## src/inc/charger_topoff_pkg.sv

```systemverilog
// constants of the top-off configuration register block
package charger_topoff_pkg;
   // ==========================================================
   // register map
   localparam logic [7:0] CFG3_OFFSET      = 8'h19;
   localparam logic [7:0] CFG3_RESET       = 8'h80;
   localparam logic [7:0] UNMAPPED_DATA    = 8'h00;
   localparam int         TRACK_OFF_BIT    = 7;
   localparam int         OCP_SEL_BIT      = 6;
   localparam int         TOPOFF_DURATION_SEL_MSB      = 5;
   localparam int         TOPOFF_DURATION_SEL_LSB      = 3;
   localparam int         TOPOFF_CURRENT_THRESHOLD_MSB       = 2;
   localparam int         TOPOFF_CURRENT_THRESHOLD_LSB       = 0;
   // ==========================================================
   // status codes
   localparam logic [3:0] DETAILS_OTHER    = 4'h0;
   localparam logic [3:0] DETAILS_TOPOFF   = 4'h4;
   localparam logic [3:0] DETAILS_DONE     = 4'h5;
   // ==========================================================
   // thresholds in mA per code
   localparam logic [11:0] ITH_MA [8] = '{12'h019, 12'h032, 12'h064,
      12'h0C8, 12'h190, 12'h258, 12'h3E8, 12'h640};
   // ==========================================================
   // timing
   localparam int unsigned CLK_HZ       = 10_000_000;
   localparam int unsigned OCP_SHORT_MS = 6;
   localparam int unsigned OCP_LONG_MS  = 100;
   localparam int unsigned TO_SHORT_MS  = 100;
   localparam int unsigned TO_MID_SEC   = 30;
   localparam int unsigned TO_STEP_MIN  = 10;
   localparam int unsigned TRACK_DIV    = 25;
   localparam int unsigned OCP_SHORT_CYC = CLK_HZ / 1000 * OCP_SHORT_MS;
   localparam int unsigned OCP_LONG_CYC  = CLK_HZ / 1000 * OCP_LONG_MS;
   localparam int unsigned TO_SHORT_CYC  = CLK_HZ / 1000 * TO_SHORT_MS;
   localparam int unsigned TO_MID_CYC    = CLK_HZ * TO_MID_SEC;
   localparam int unsigned TO_MIN_CYC    = CLK_HZ * 60;
   localparam logic [2:0]  TO_CODE_SHORT = 3'h0;
   localparam logic [2:0]  TO_CODE_MID   = 3'h1;
endpackage : charger_topoff_pkg

```

## src/hw/charger_topoff_config_reg.sv

```systemverilog
// top-off configuration register and its charge-state logic
`timescale 1ns/1ns

// Operation
// - With the tracking bit clear, the system target is the larger of battery plus 4% and the minimum system voltage.
// - With the tracking bit set, the system target is the charge termination voltage.
// - Bit 6 selects a 6 ms or 100 ms overcurrent debounce and resets to 0.
// - An overcurrent lasting the debounce interval turns the converter off.
// - Bits 5:3 select top-off time 100 ms, 30 s, or 10 to 60 minutes.
// - Bits 2:0 select a top-off threshold of 25 to 1600 mA.
// - In constant-voltage charge, current at or below the threshold enters top-off.
// - Entering top-off pulses the charger event interrupt.
// - During top-off the details status shows the top-off code.
// - Entering top-off starts the top-off timer for the selected time.
// - Reading the threshold returns the value the charger uses.
module charger_topoff_config_reg #(
   parameter int unsigned OCP_SHORT_CYC = charger_topoff_pkg::OCP_SHORT_CYC,
   parameter int unsigned OCP_LONG_CYC  = charger_topoff_pkg::OCP_LONG_CYC,
   parameter int unsigned TO_SHORT_CYC  = charger_topoff_pkg::TO_SHORT_CYC,
   parameter int unsigned TO_MID_CYC    = charger_topoff_pkg::TO_MID_CYC,
   parameter int unsigned TO_MIN_CYC    = charger_topoff_pkg::TO_MIN_CYC
) (
   // clock and reset
   input  wire logic        I_CLOCK,
   input  wire logic        I_RST_N,
   // register port
   input  wire logic [7:0]  I_ADDR,
   input  wire logic        I_WR_EN,
   input  wire logic [7:0]  I_WR_DATA,
   input  wire logic        I_RD_EN,
   output logic      [7:0]  O_RD_DATA,
   // charger measurements
   input  wire logic        I_CHARGE_EN,
   input  wire logic        I_CV_STATE,
   input  wire logic [11:0] I_CHARGE_CURRENT_MA,
   input  wire logic [15:0] I_BATT_MV,
   input  wire logic [15:0] I_SYSTEM_MIN_VOLTAGE_MV,
   input  wire logic [15:0] I_CHARGE_TERMINATION_VOLTAGE_MV,
   input  wire logic        I_OVERCURRENT_CONDITION,
   // results
   output logic [15:0]      O_SYS_TARGET_MV,
   output logic             O_CONVERTER_OFF,
   output logic             O_CHARGER_EVENT_IRQ,
   output logic [3:0]       O_CHARGER_DETAILS_STATUS
);
   typedef enum logic [2:0] {
      ST_IDLE   = 3'h1,
      ST_TOPOFF = 3'h2,
      ST_DONE   = 3'h4
   } chg_state_t;

   typedef struct packed {
      logic [7:0]  cfg;
      chg_state_t  state;
      logic [35:0] timer;
      logic [19:0] oc_cnt;
      logic        oc_s1;
      logic        oc_s2;
      logic        oc_s3;
      logic        oc_f;
      logic        conv_off;
      logic        irq;
      logic [3:0]  details;
      logic [7:0]  rd_data;
      logic [15:0] sys_target;
   } regs_t;

   regs_t s_r;
   regs_t s_nxt;

   // ==========================================================
   // helpers
   function automatic logic [35:0] topoff_limit(input logic [2:0] code);
      logic [39:0] v;
      v = 40'(code - 3'h1) * 40'(charger_topoff_pkg::TO_STEP_MIN)
          * 40'(TO_MIN_CYC);
      if (code == charger_topoff_pkg::TO_CODE_SHORT) begin
         v = 40'(TO_SHORT_CYC);
      end else if (code == charger_topoff_pkg::TO_CODE_MID) begin
         v = 40'(TO_MID_CYC);
      end
      return v[35:0];
   endfunction : topoff_limit

   logic [2:0]  ith_code;
   logic [2:0]  time_code;
   logic [11:0] ith_ma;
   logic [35:0] to_limit;
   logic [19:0] oc_limit;
   logic [16:0] batt_plus;
   logic        topoff_entry;
   logic        topoff_expire;

   assign ith_code  = s_r.cfg[charger_topoff_pkg::TOPOFF_CURRENT_THRESHOLD_MSB:
                              charger_topoff_pkg::TOPOFF_CURRENT_THRESHOLD_LSB];
   assign time_code = s_r.cfg[charger_topoff_pkg::TOPOFF_DURATION_SEL_MSB:
                              charger_topoff_pkg::TOPOFF_DURATION_SEL_LSB];
   assign ith_ma    = charger_topoff_pkg::ITH_MA[ith_code];
   assign to_limit  = topoff_limit(time_code);
   assign oc_limit  = s_r.cfg[charger_topoff_pkg::OCP_SEL_BIT] ?
                      20'(OCP_LONG_CYC) : 20'(OCP_SHORT_CYC);
   assign batt_plus = {1'b0, I_BATT_MV} + 17'(I_BATT_MV /
                      16'(charger_topoff_pkg::TRACK_DIV));
   assign topoff_entry  = I_CHARGE_EN && I_CV_STATE &&
                          (I_CHARGE_CURRENT_MA <= ith_ma);
   assign topoff_expire = (s_r.timer >= to_limit - 36'h1);

   // ==========================================================
   // next state
   always_comb begin
      s_nxt = s_r;
      s_nxt.irq = 1'b0;
      // register port
      if (I_WR_EN && (I_ADDR == charger_topoff_pkg::CFG3_OFFSET)) begin
         s_nxt.cfg = I_WR_DATA;
      end
      if (I_RD_EN) begin
         s_nxt.rd_data = (I_ADDR == charger_topoff_pkg::CFG3_OFFSET) ?
                         s_r.cfg : charger_topoff_pkg::UNMAPPED_DATA;
      end
      // system rail target
      if (s_r.cfg[charger_topoff_pkg::TRACK_OFF_BIT]) begin
         s_nxt.sys_target = I_CHARGE_TERMINATION_VOLTAGE_MV;
      end else if (batt_plus[15:0] > I_SYSTEM_MIN_VOLTAGE_MV) begin
         s_nxt.sys_target = batt_plus[15:0];
      end else begin
         s_nxt.sys_target = I_SYSTEM_MIN_VOLTAGE_MV;
      end
      // overcurrent filter and debounce
      s_nxt.oc_s1 = I_OVERCURRENT_CONDITION;
      s_nxt.oc_s2 = s_r.oc_s1;
      s_nxt.oc_s3 = s_r.oc_s2;
      if (s_r.oc_s2 == s_r.oc_s3) begin
         s_nxt.oc_f = s_r.oc_s3;
      end
      if (!s_r.oc_f) begin
         s_nxt.oc_cnt   = 20'h00000;
         s_nxt.conv_off = 1'b0;
      end else if (s_r.oc_cnt >= oc_limit - 20'h00001) begin
         s_nxt.conv_off = 1'b1;
      end else begin
         s_nxt.oc_cnt = s_r.oc_cnt + 20'h00001;
      end
      // charge state
      unique case (s_r.state)
         ST_IDLE: begin
            s_nxt.timer = 36'h0;
            if (topoff_entry) begin
               s_nxt.state   = ST_TOPOFF;
               s_nxt.irq     = 1'b1;
               s_nxt.details = charger_topoff_pkg::DETAILS_TOPOFF;
            end
         end
         ST_TOPOFF: begin
            s_nxt.timer = s_r.timer + 36'h1;
            if (!I_CHARGE_EN) begin
               s_nxt.state   = ST_IDLE;
               s_nxt.details = charger_topoff_pkg::DETAILS_OTHER;
            end else if (topoff_expire) begin
               s_nxt.state   = ST_DONE;
               s_nxt.details = charger_topoff_pkg::DETAILS_DONE;
            end
         end
         ST_DONE: begin
            s_nxt.timer = 36'h0;
            if (!I_CHARGE_EN) begin
               s_nxt.state   = ST_IDLE;
               s_nxt.details = charger_topoff_pkg::DETAILS_OTHER;
            end
         end
         default: begin
            s_nxt.state   = ST_IDLE;
            s_nxt.details = charger_topoff_pkg::DETAILS_OTHER;
         end
      endcase
   end

   // ==========================================================
   // state register
   always_ff @(posedge I_CLOCK or negedge I_RST_N) begin
      if (!I_RST_N) begin
         s_r <= '{cfg: charger_topoff_pkg::CFG3_RESET, state: ST_IDLE,
                  timer: 36'h0, oc_cnt: 20'h00000, oc_s1: 1'b0,
                  oc_s2: 1'b0, oc_s3: 1'b0, oc_f: 1'b0,
                  conv_off: 1'b0, irq: 1'b0,
                  details: charger_topoff_pkg::DETAILS_OTHER,
                  rd_data: 8'h00, sys_target: 16'h0000};
      end else begin
         s_r <= s_nxt;
      end
   end

   assign O_RD_DATA                = s_r.rd_data;
   assign O_SYS_TARGET_MV          = s_r.sys_target;
   assign O_CONVERTER_OFF          = s_r.conv_off;
   assign O_CHARGER_EVENT_IRQ      = s_r.irq;
   assign O_CHARGER_DETAILS_STATUS = s_r.details;

   // ==========================================================
   // checks
   a_track_off_target: assert property (
      @(posedge I_CLOCK) disable iff (!I_RST_N)
      s_r.cfg[charger_topoff_pkg::TRACK_OFF_BIT] |=>
      O_SYS_TARGET_MV == $past(I_CHARGE_TERMINATION_VOLTAGE_MV))
      else $error("target not termination voltage");

   a_track_on_target: assert property (
      @(posedge I_CLOCK) disable iff (!I_RST_N)
      !s_r.cfg[charger_topoff_pkg::TRACK_OFF_BIT] |=>
      O_SYS_TARGET_MV >= $past(I_SYSTEM_MIN_VOLTAGE_MV) &&
      O_SYS_TARGET_MV >= $past(batt_plus[15:0]))
      else $error("tracking target too low");

   a_debounce_count: assert property (
      @(posedge I_CLOCK) disable iff (!I_RST_N)
      (s_r.oc_f && s_r.oc_cnt < oc_limit - 20'h00001) |=>
      s_r.oc_cnt == $past(s_r.oc_cnt) + 20'h00001)
      else $error("debounce count not advancing");

   a_overcurrent_trip: assert property (
      @(posedge I_CLOCK) disable iff (!I_RST_N)
      $rose(O_CONVERTER_OFF) |->
      $past(s_r.oc_f) && $past(s_r.oc_cnt) == oc_limit - 20'h00001)
      else $error("converter off without full debounce");

   a_entry_irq: assert property (
      @(posedge I_CLOCK) disable iff (!I_RST_N)
      (s_r.state == ST_IDLE && topoff_entry) |=>
      O_CHARGER_EVENT_IRQ && s_r.state == ST_TOPOFF ##1
      !O_CHARGER_EVENT_IRQ)
      else $error("top-off entry without one interrupt pulse");

   a_irq_cause: assert property (
      @(posedge I_CLOCK) disable iff (!I_RST_N)
      O_CHARGER_EVENT_IRQ |-> $past(s_r.state) == ST_IDLE &&
      $past(I_CHARGE_CURRENT_MA) <= $past(ith_ma) && $past(I_CV_STATE))
      else $error("interrupt without threshold crossing");

   a_topoff_status: assert property (
      @(posedge I_CLOCK) disable iff (!I_RST_N)
      (s_r.state == ST_TOPOFF) ==
      (O_CHARGER_DETAILS_STATUS == charger_topoff_pkg::DETAILS_TOPOFF))
      else $error("status disagrees with top-off state");

   a_timer_start: assert property (
      @(posedge I_CLOCK) disable iff (!I_RST_N)
      $rose(s_r.state == ST_TOPOFF) |-> s_r.timer == 36'h0 ##1
      s_r.timer == 36'h1 || s_r.state != ST_TOPOFF)
      else $error("top-off timer not started from zero");

   a_timer_expiry: assert property (
      @(posedge I_CLOCK) disable iff (!I_RST_N)
      (s_r.state == ST_TOPOFF && I_CHARGE_EN && topoff_expire) |=>
      s_r.state == ST_DONE &&
      O_CHARGER_DETAILS_STATUS == charger_topoff_pkg::DETAILS_DONE)
      else $error("no charge done after top-off time");

   a_threshold_read: assert property (
      @(posedge I_CLOCK) disable iff (!I_RST_N)
      (I_RD_EN && I_ADDR == charger_topoff_pkg::CFG3_OFFSET) |=>
      O_RD_DATA[charger_topoff_pkg::TOPOFF_CURRENT_THRESHOLD_MSB:
                charger_topoff_pkg::TOPOFF_CURRENT_THRESHOLD_LSB] == $past(ith_code))
      else $error("read threshold differs from used one");
endmodule : charger_topoff_config_reg

```

## config.mk

```make
export PLATFORM = sky130hd
export DESIGN_NAME = charger_topoff_config_reg
export DESIGN_NICKNAME = d
export VERILOG_FILES = /design/src/inc/charger_topoff_pkg.sv /design/src/hw/charger_topoff_config_reg.sv
export SDC_FILE = /design/constraint.sdc
export NUM_CORES = 1
export LEC_CHECK = 0
export BUFFER_PORTS_ARGS = -buffer_cell sky130_fd_sc_hd__buf_2
export CAP_MARGIN = 20
export CELL_PAD_IN_SITES_DETAIL_PLACEMENT = 1
export CELL_PAD_IN_SITES_GLOBAL_PLACEMENT = 1
export CORE_ASPECT_RATIO = 0.5
export CORE_MARGIN = 2
export CORE_UTILIZATION = 45
export CTS_BUF_LIST = sky130_fd_sc_hd__clkbuf_8
export CTS_CLUSTER_DIAMETER = 40
export CTS_CLUSTER_SIZE = 30
export DETAILED_ROUTE_END_ITERATION = 8
export PLACE_DENSITY = 0.8
export SLEW_MARGIN = 40
export SYNTH_ARGS = -nofsm -noshare
export SYNTH_HDL_FRONTEND = slang
export SYNTH_SLANG_ARGS = --single-unit
```

## constraint.sdc

```tcl
create_clock -name I_CLOCK -period 11.3 [get_ports I_CLOCK]
set_clock_uncertainty 0.05 [all_clocks]
set_input_delay 1.13 -clock I_CLOCK [delete_from_list [all_inputs] [get_ports I_CLOCK]]
set_output_delay 1.13 -clock I_CLOCK [all_outputs]
set_load 0.005 [all_outputs]
```

==> results.md, run 1 <==
- Final net count: 2152
- Yosys warns: 0
- F_max: around 0.087 GHz
- CTS Buffer Depth: 2
- Clock sink total: 98
- Tmin final: around 11 ns
- Count of cell types in the netlist: roughly 110
- Grt total ovfl: 0
- Worst Path Buf+Inv: 6
- Commonest non-fill, non-tap cell in the layout: buf_4
- RSZ-0062 raised after global routing: true
- CORE AREA: ~0.029 mm^2
- CP Launch Type: input port
- Share of cells above drive strength 1: 26.4%
- Setup Viol. Count Final: 16
- First-pass GRT wire length: 71000 um
- Top-level port count: 113
- Seq. cell area: 0.00245 mm^2
- Final setup margin: -0.195 ns
- Area Growth Syn to Fin: 25.0%
- Initial Utilization: between 40 and 50%
- Outcome: finished with violations
- Actual slew at the worst max-slew pin: around 0.8 ns
- Max-cap violations: 0
- Die area: roughly 0.03 mm^2
- Filler cells: between 3000 and 4000
- Fin util: 57.0%
- Family with the most delay on the worst path: compound AO/OA/AOI/OAI gates
- Final Cell Area: 0.0165 mm^2
- Gr usage total: 28.2%
- Post-route clock period utilization: 102%
- Total wire length: ~44000 um
- Die Ht: 125 um
- EDFF count, synth: 0
- Rel. slew slack: 46.9%
- Vias in the first global route: 14300
- #FFs+latches synth: 98
- H-Tree Depth: 3
- CP dominant cell by count: o21ai_1
- Commonest non-fill, non-tap cells in the layout: 198 x buf_4, 175 x ha_1, 152 x inv_1, 123 x nand2_1, 104 x buf_2
- TNS Setup: -1.87 ns
- WL/cell: 19.8 um
- CTS Buf Count: 9
- Clk Latency, worst-skew pair: 0.39 ns
- Vias: 13000
- Critical path arrival: 11.69 ns
- Post-DP HPWL: 34600 um
- CP Class: in2reg
- Syn Inst Count: between 1500 and 2000
- GP Congestion: 0.921
- Area of the multi-input gates: 0.0105 mm^2
- CTS tree: yes
- Clock root cell: clkbuf_8
- Critical path capture point type: flip-flop
- Top FF cell, synth: dfrtp_1
- Syn Std Cell Area: 0.0132 mm^2
- Initial DRC count: between 600 and 700
- Hold Fails Final Rpt: 0
- Std cell rows: 44
- Share of synthesized registers carrying an async set or reset: 100%
- DRC: 0
- Critical Path Slowest Stage Cell: or4_4
- Clock-pin slew on the worst setup and hold paths: 0.12 ns
- Avg Cell Area, Syn: 8.44 um^2
- Largest net degree at the start of global routing: 80
- Initial antenna violation count: 8
- Hold-fix buffers, CTS: 0
- Vias per cell: ~6
- CP peak stage delay: 0.55 ns
- Drt pass-1 iters: 5
- Port bufs: 110
- Worst Hold Class: reg2reg
- Maximum fanout along the worst path: 6
- Post-synthesis sequential area ratio: 18.6%
- Placed instance area: 0.0153 mm^2
- Violated checks: negative setup slack
- Routed Antenna Nets: 0
- Worst EP required: around 11 ns
- Fin. max-slew vios: 0
- Die width: 246 um
-- per-layer routing --
metal  global-route usage (%)  part of all wire [%]  up-vias
li1                         -                     -     6101
met1                     31.6                    40     6564
met2                     53.0                    53      241
met3                     3.97                   2.7      124
met4                     12.4                   4.1        2
met5                        0                 0.029        -
-- cells by family (layout without fill, tap and decap cells) --
family	Yosys count	after routing	synth area share [%]
buffers and inverters	235	494	7.64
XOR/XNOR	74	74	4.96
flip-flops	98	98	18.6
adder cells (fa/ha/maj)	238	238	25.8
multiplexers	36	36	2.94
AND/OR/NAND/NOR	481	481	19.2
other	2	23	0.0568
AO/OA/AOI/OAI	401	401	20.8
-- layout make-up --
type,count,share of cell area (%)
Sequential cell,98,14.9
Antenna cell,7,0.106
Clock buffer,9,0.750
Tap cell,391,2.96
Timing Repair Buffer,321,13.9
Clock inverter,7,0.576
Multi-Input combinational cell,1246,63.3
Inverter,157,3.57
-- cells in the mapped netlist (20+ instances only) --
cell type / instances / share of area, %
nand3_1: 64 / 2.4
xnor2_1: 53 / 3.5
and2_1: 34 / 1.6
nor2b_1: 24 / 1.1
dfrtp_1: 96 / 18
and3_1: 29 / 1.4
nand2b_1: 22 / 1.0
fa_1: 59 / 8.9
nor2_1: 61 / 1.7
nor3_1: 24 / 0.91
o21ai_0: 110 / 4.2
ha_1: 177 / 17
xor2_1: 20 / 1.3
inv_1: 155 / 4.4
a21oi_1: 78 / 3.0
nand2_1: 126 / 3.6
clkbuf_1: 33 / 0.94
a21o_1: 32 / 1.8
nand4_1: 27 / 1.3
buf_4: 29 / 1.6
mux2i_1: 23 / 1.7
-- path summary, 6_finish.rpt --
kind                                     from                           to  slack (ns)  cells past startpoint
worst max-delay path            I_BATT_MV[12]           O_SYS_TARGET_MV[3]       -0.20                     55
worst min-delay path                s_nxt[32]                    s_nxt[31]        0.31                      0
worst max register to register        s_r[97]  O_CHARGER_DETAILS_STATUS[2]        0.87                     41
worst min register to register      s_nxt[32]                    s_nxt[31]        0.31                      0
max in group asynchronous             I_RST_N                      s_r[48]        9.66                      2
min in group asynchronous             I_RST_N          O_SYS_TARGET_MV[15]        0.54                      1
-- sequential cells by signal, indices dropped and copies added, names as in the netlist --
name	flops
O_CHARGER_DETAILS_STATUS	1
ith_code	3
O_SYS_TARGET_MV	16
O_CONVERTER_OFF	1
s_r	66
O_RD_DATA	8
O_CHARGER_EVENT_IRQ	1
s_nxt	2
-- stage by stage --
| stage | setup WS, ns | hold slack [ns] | instances |
|---|---|---|---|
| 6_report | -0.195 | 0.312 | 2236 |
| 3_3_place_gp | -0.482 | 0.286 | 2175 |
| 4_1_cts | 0.00766 | 0.312 | 2208 |
| 3_5_place_dp | -0.983 | 0.287 | 2175 |
| 5_1_grt | -0.521 | 0.336 | 2232 |
| 2_1_floorplan | 0.0291 | 0.281 | 1579 |
-- timing repair --
action                     CTS  global route
pin swaps                   46            56
resized for setup           81            92
buffers inserted            16            20
setup endpoints to repair   16            16
gates cloned                 1             1
Power of run 1 is not shown: default switching activity piles up to over one toggle a cycle in this logic, so the estimate is an artifact.
==> run 2: changes to the inputs <==
--- a/config.mk
+++ b/config.mk
@@ -11,12 +11,13 @@
 export CELL_PAD_IN_SITES_GLOBAL_PLACEMENT = 1
 export CORE_ASPECT_RATIO = 0.5
 export CORE_MARGIN = 2
-export CORE_UTILIZATION = 45
+export CORE_UTILIZATION = 48
 export CTS_BUF_LIST = sky130_fd_sc_hd__clkbuf_8
 export CTS_CLUSTER_DIAMETER = 40
 export CTS_CLUSTER_SIZE = 30
 export DETAILED_ROUTE_END_ITERATION = 8
-export PLACE_DENSITY = 0.8
+export PLACE_DENSITY = 0.95
+export REMOVE_ABC_BUFFERS = 1
 export SLEW_MARGIN = 40
 export SYNTH_ARGS = -nofsm -noshare
 export SYNTH_HDL_FRONTEND = slang
==> results.md, run 2 <==
- Count of cell types in the netlist: 105 (unchanged)
- Top FF cell, synth: dfrtp_1 (unchanged)
- Avg Cell Area, Syn: 8.44 um^2 (unchanged)
- Worst_ep kind: register data pin
- Top-level port count: 113 (unchanged)
- DP Worst Slack: -2.05 ns (was -0.983 ns)
- Outcome: stopped before the end (was finished with violations)
- Syn Std Cell Area: 0.0132 mm^2 (unchanged)
- Die width: 239 um (was 246 um)
- Post-placement cell count: 2132 (was 2175)
- Initial Utilization: 49.4% (was 45.6%)
- Post-synth top cells: 177 x ha_1, 155 x inv_1, 126 x nand2_1, 110 x o21ai_0, 96 x dfrtp_1 (unchanged)
- Die Ht: 121 um (was 125 um)
- Top cell type's share of synthesized area: 18.2% (unchanged)
- Clock sink total: 98 (unchanged)
- Leading area contributor after synthesis: dfrtp_1 (unchanged)
- Clock root cell: clkbuf_8 (unchanged)
- Grt total ovfl: between 300 and 400
- H-Tree Depth: 3 (unchanged)
- Post-synthesis sequential area ratio: 18.6% (unchanged)
- #FFs+latches synth: 98 (unchanged)
- Tool Error: [ERROR GRT-0232] Routing congestion too high. Check the congestion heatmap in the GUI.
- GP Congestion: 0.934 (was 0.921)
- Gr usage total: 87.0%
- Most frequent cell after synthesis: ha_1 (unchanged)
- EDFF count, synth: 0 (unchanged)
- Worst endpoint after global-route timing repair: O_SYS_TARGET_MV[4]$_DFF_PN0_/D
- Post-DP HPWL: 39100 um (was 34600 um)
- CTS Buffer Depth: 2 (unchanged)
- Hold-fix buffers, CTS: 0 (unchanged)
- Syn Inst Count: 1565 (unchanged)
- Std cell rows: 42 (was 44)
- Synth area leaders: dfrtp_1 18%, ha_1 17%, fa_1 8.9% (unchanged)
- Yosys warns: 0 (unchanged)
- Halt Stage: global routing (5_1_grt)
- Placed instance area: 0.0151 mm^2 (was 0.0153 mm^2)
- Largest net degree at the start of global routing: a little under 70
- Share of synthesized registers carrying an async set or reset: 100% (unchanged)
- CTS Buf Count: 9 (unchanged)
- Port bufs: 110 (unchanged)
==> run 2: cell counts after synthesis <==
No cell type changed its count.
==> run 2: what timing repair did <==
item / in CTS
pin swaps: 69
gates cloned: 2
setup buffers: 47
setup endpoints to repair: 16
gates resized for setup: 171
==> run 2: cells by family after synthesis <==
group,count (synthesis),share of synthesized area [%]
AND/OR/NAND/NOR,481,19.2
AO/OA/AOI/OAI,401,20.8
adder cells (fa/ha/maj),238,25.8
buffers and inverters,235,7.64
flip-flops,98,18.6
XOR/XNOR,74,4.96
multiplexers,36,2.94
other,2,0.0568
==> run 2: through the flow <==
step                hold WS (ns)  TNS, ns
floorplan                  0.281    -7.42
global placement           0.289    -8.65
detailed placement         0.295   -31.49
CTS                        0.323   -0.957
==> run 2: metal layers <==
| metal | overflow | global-route usage [%] |
|---|---|---|
| met1 | 23 | 84.5 |
| met2 | 140 | 97.0 |
| met3 | 17 | 80.5 |
| met4 | 129 | 87.8 |
| met5 | 1 | 67.0 |
==> run 3: changes to the inputs <==
==> config.mk (replaced) <==
export PLATFORM = sky130hd
export DESIGN_NAME = charger_topoff_config_reg
export DESIGN_NICKNAME = d
export VERILOG_FILES = /design/src/inc/charger_topoff_pkg.sv /design/src/hw/charger_topoff_config_reg.sv
export SDC_FILE = /design/constraint.sdc
export NUM_CORES = 1
export LEC_CHECK = 0
export BUFFER_PORTS_ARGS = -buffer_cell sky130_fd_sc_hd__buf_2
export CAP_MARGIN = 20
export CORE_MARGIN = 2
export CORE_UTILIZATION = 40
export DETAILED_ROUTE_END_ITERATION = 8
export PLACE_DENSITY_LB_ADDON = 0.15
export REMOVE_ABC_BUFFERS = 1
export SLEW_MARGIN = 40
export SYNTH_ARGS = -nofsm -noshare
export SYNTH_HDL_FRONTEND = slang
export SYNTH_SLANG_ARGS = --single-unit
==> results.md, run 3 (synthesis gave the netlist of run 1 again) <==
- Largest net degree at the start of global routing: 64
- Commonest non-fill, non-tap cell in the layout: buf_4
- Grt total ovfl: 0
- Fin. max-slew vios: 0
- CP Launch Type: input port
- Reg with most FFs: s_r
- CTS tree: yes
- Seq. cell area: 0.00245 mm^2
- Vias: 12200
- Die Ht: 186 um (was 121 um)
- GP Congestion: 0.869 (was 0.934)
- Die width: 186 um (was 239 um)
- F_max: 0.0909 GHz
- Critical path capture point type: flip-flop
- Gr usage total: 21.0%
- Clock-pin slew on the worst setup and hold paths: 0.07 ns
- Post-DP HPWL: 27800 um (was 39100 um)
- Critical Path Slowest Stage Cell: or4_4
- Worst Hold Class: reg2reg
- Total wire length: roughly 36000 um
- CP Class: in2reg
- Area of the multi-input gates: 0.0104 mm^2
- Initial Utilization: 40.6% (was 49.4%)
- Share of cells above drive strength 1: between 20 and 30%
- Clock root cell: clkbuf_16 (was clkbuf_8)
- First-pass GRT wire length: roughly 59000 um
- Area Growth Syn to Fin: 25.0%
- Max FFs per register: 66
- Actual slew at the worst max-slew pin: 0.747 ns
- Final Cell Area: approximately 0.017 mm^2
- ANT cells: 0
- Final net count: 2144
- DRC: 0
- Vias per cell: between 5 and 6
- Setup Viol. Count Final: 0
- CP peak stage delay: 0.53 ns
- Routed Antenna Nets: 0
- Clk Latency, worst-skew pair: 0.36 ns
- H-Tree Depth: 3 (unchanged)
- Filler cells: 3194
- R2r setup slk: roughly 1.0 ns
- Hold Fails Final Rpt: 0
- CTS Buf Count: 9 (unchanged)
- Port bufs: 110 (unchanged)
- Placed instance area: 0.0152 mm^2 (was 0.0151 mm^2)
- Initial antenna violation count: 1
- Worst EP required: between 10 and 15 ns
- CORE AREA: between 0.03 and 0.04 mm^2
- Die area: 0.0345 mm^2
- Max-cap violations: 0
- Commonest non-fill, non-tap cells in the layout: 188 x buf_4, 175 x ha_1, 152 x inv_1, 124 x nand2_1, 105 x buf_2
- Maximum fanout along the worst path: 14
- RSZ-0062 raised after global routing: true
- Rel. slew slack: 50.2%
- Post-route clock period utilization: between 90% and 100%
- Clock sink total: 98 (unchanged)
- Outcome: complete, no violations (was stopped before the end)
- CTS Buffer Depth: 2 (unchanged)
- Std cell rows: 66 (was 42)
- WL/cell: 15.7 um
- Top-level port count: 113 (unchanged)
- Drt pass-1 iters: 5
- Tmin final: 11.00 ns
- Initial DRC count: between 600 and 700
- Critical path arrival: 11.17 ns
- Vias in the first global route: 12100
## run 3: routing by layer
metal / track usage [%] / routed length (um) / up-vias
li1: - / - / 6089
met1: 27.4 / 16200 / 5814
met2: 36.9 / 17600 / 251
met3: 2.29 / 1180 / 60
met4: 4.82 / 687 / 2
met5: 0 / 13 / -
## run 3: per-stage QoR
step | utilization [%] | instances | hold WS, ns | worst slack [ns] | TNS, ns
6_report | 50.8 | 2272 | 0.316 | 0.305 | 0
5_1_grt | 50.8 | 2272 | 0.340 | -0.243 | -3.36
4_1_cts | 49.1 | 2250 | 0.322 | 0.00576 | 0
3_5_place_dp | 46.7 | 2214 | 0.306 | -0.903 | -13.68
3_3_place_gp | 46.7 | 2214 | 0.286 | -0.671 | -10.46
2_1_floorplan | - | 1501 | 0.281 | -0.480 | -7.42
## run 3: area by class of cell
type | instances | area share, %
Multi-Input combinational cell | 1246 | 62.8
Sequential cell | 98 | 14.9
Clock buffer | 9 | 1.36
Tap cell | 442 | 3.35
Timing Repair Buffer | 313 | 13.4
Inverter | 157 | 3.57
Clock inverter | 7 | 0.667
## run 3: what timing repair did
item                                    in CTS  in global routing
hold buffers                                 0                  0
gates resized for setup                     69                 96
endpoints found under the setup margin      16                 16
setup buffers                               18                 23
pin swaps                                   42                 49
gates cloned                                 2                  1
## run 3: worst paths after layout
kind / start / to / cells after the start
min in group asynchronous: I_RST_N / s_r[92] / 1
hold / removal: s_nxt[32] / s_nxt[31] / 0
setup reg to reg: s_r[97] / O_CHARGER_DETAILS_STATUS[2] / 40
setup / recovery: I_BATT_MV[11] / O_SYS_TARGET_MV[4] / 55
max in group asynchronous: I_RST_N / s_r[98] / 2
hold reg to reg: s_nxt[32] / s_nxt[31] / 0
## run 3: worst max-delay path, delay by kind of cell
kind | cells | cell delay (ns)
AO/OA/AOI/OAI | 31 | 5.17
XOR/XNOR | 1 | 0.15
adder cells (fa/ha/maj) | 5 | 1.23
buffers and inverters | 5 | 0.53
multiplexers | 4 | 0.95
AND/OR/NAND/NOR | 9 | 2.00
Power of run 3 is left out for the same reason.
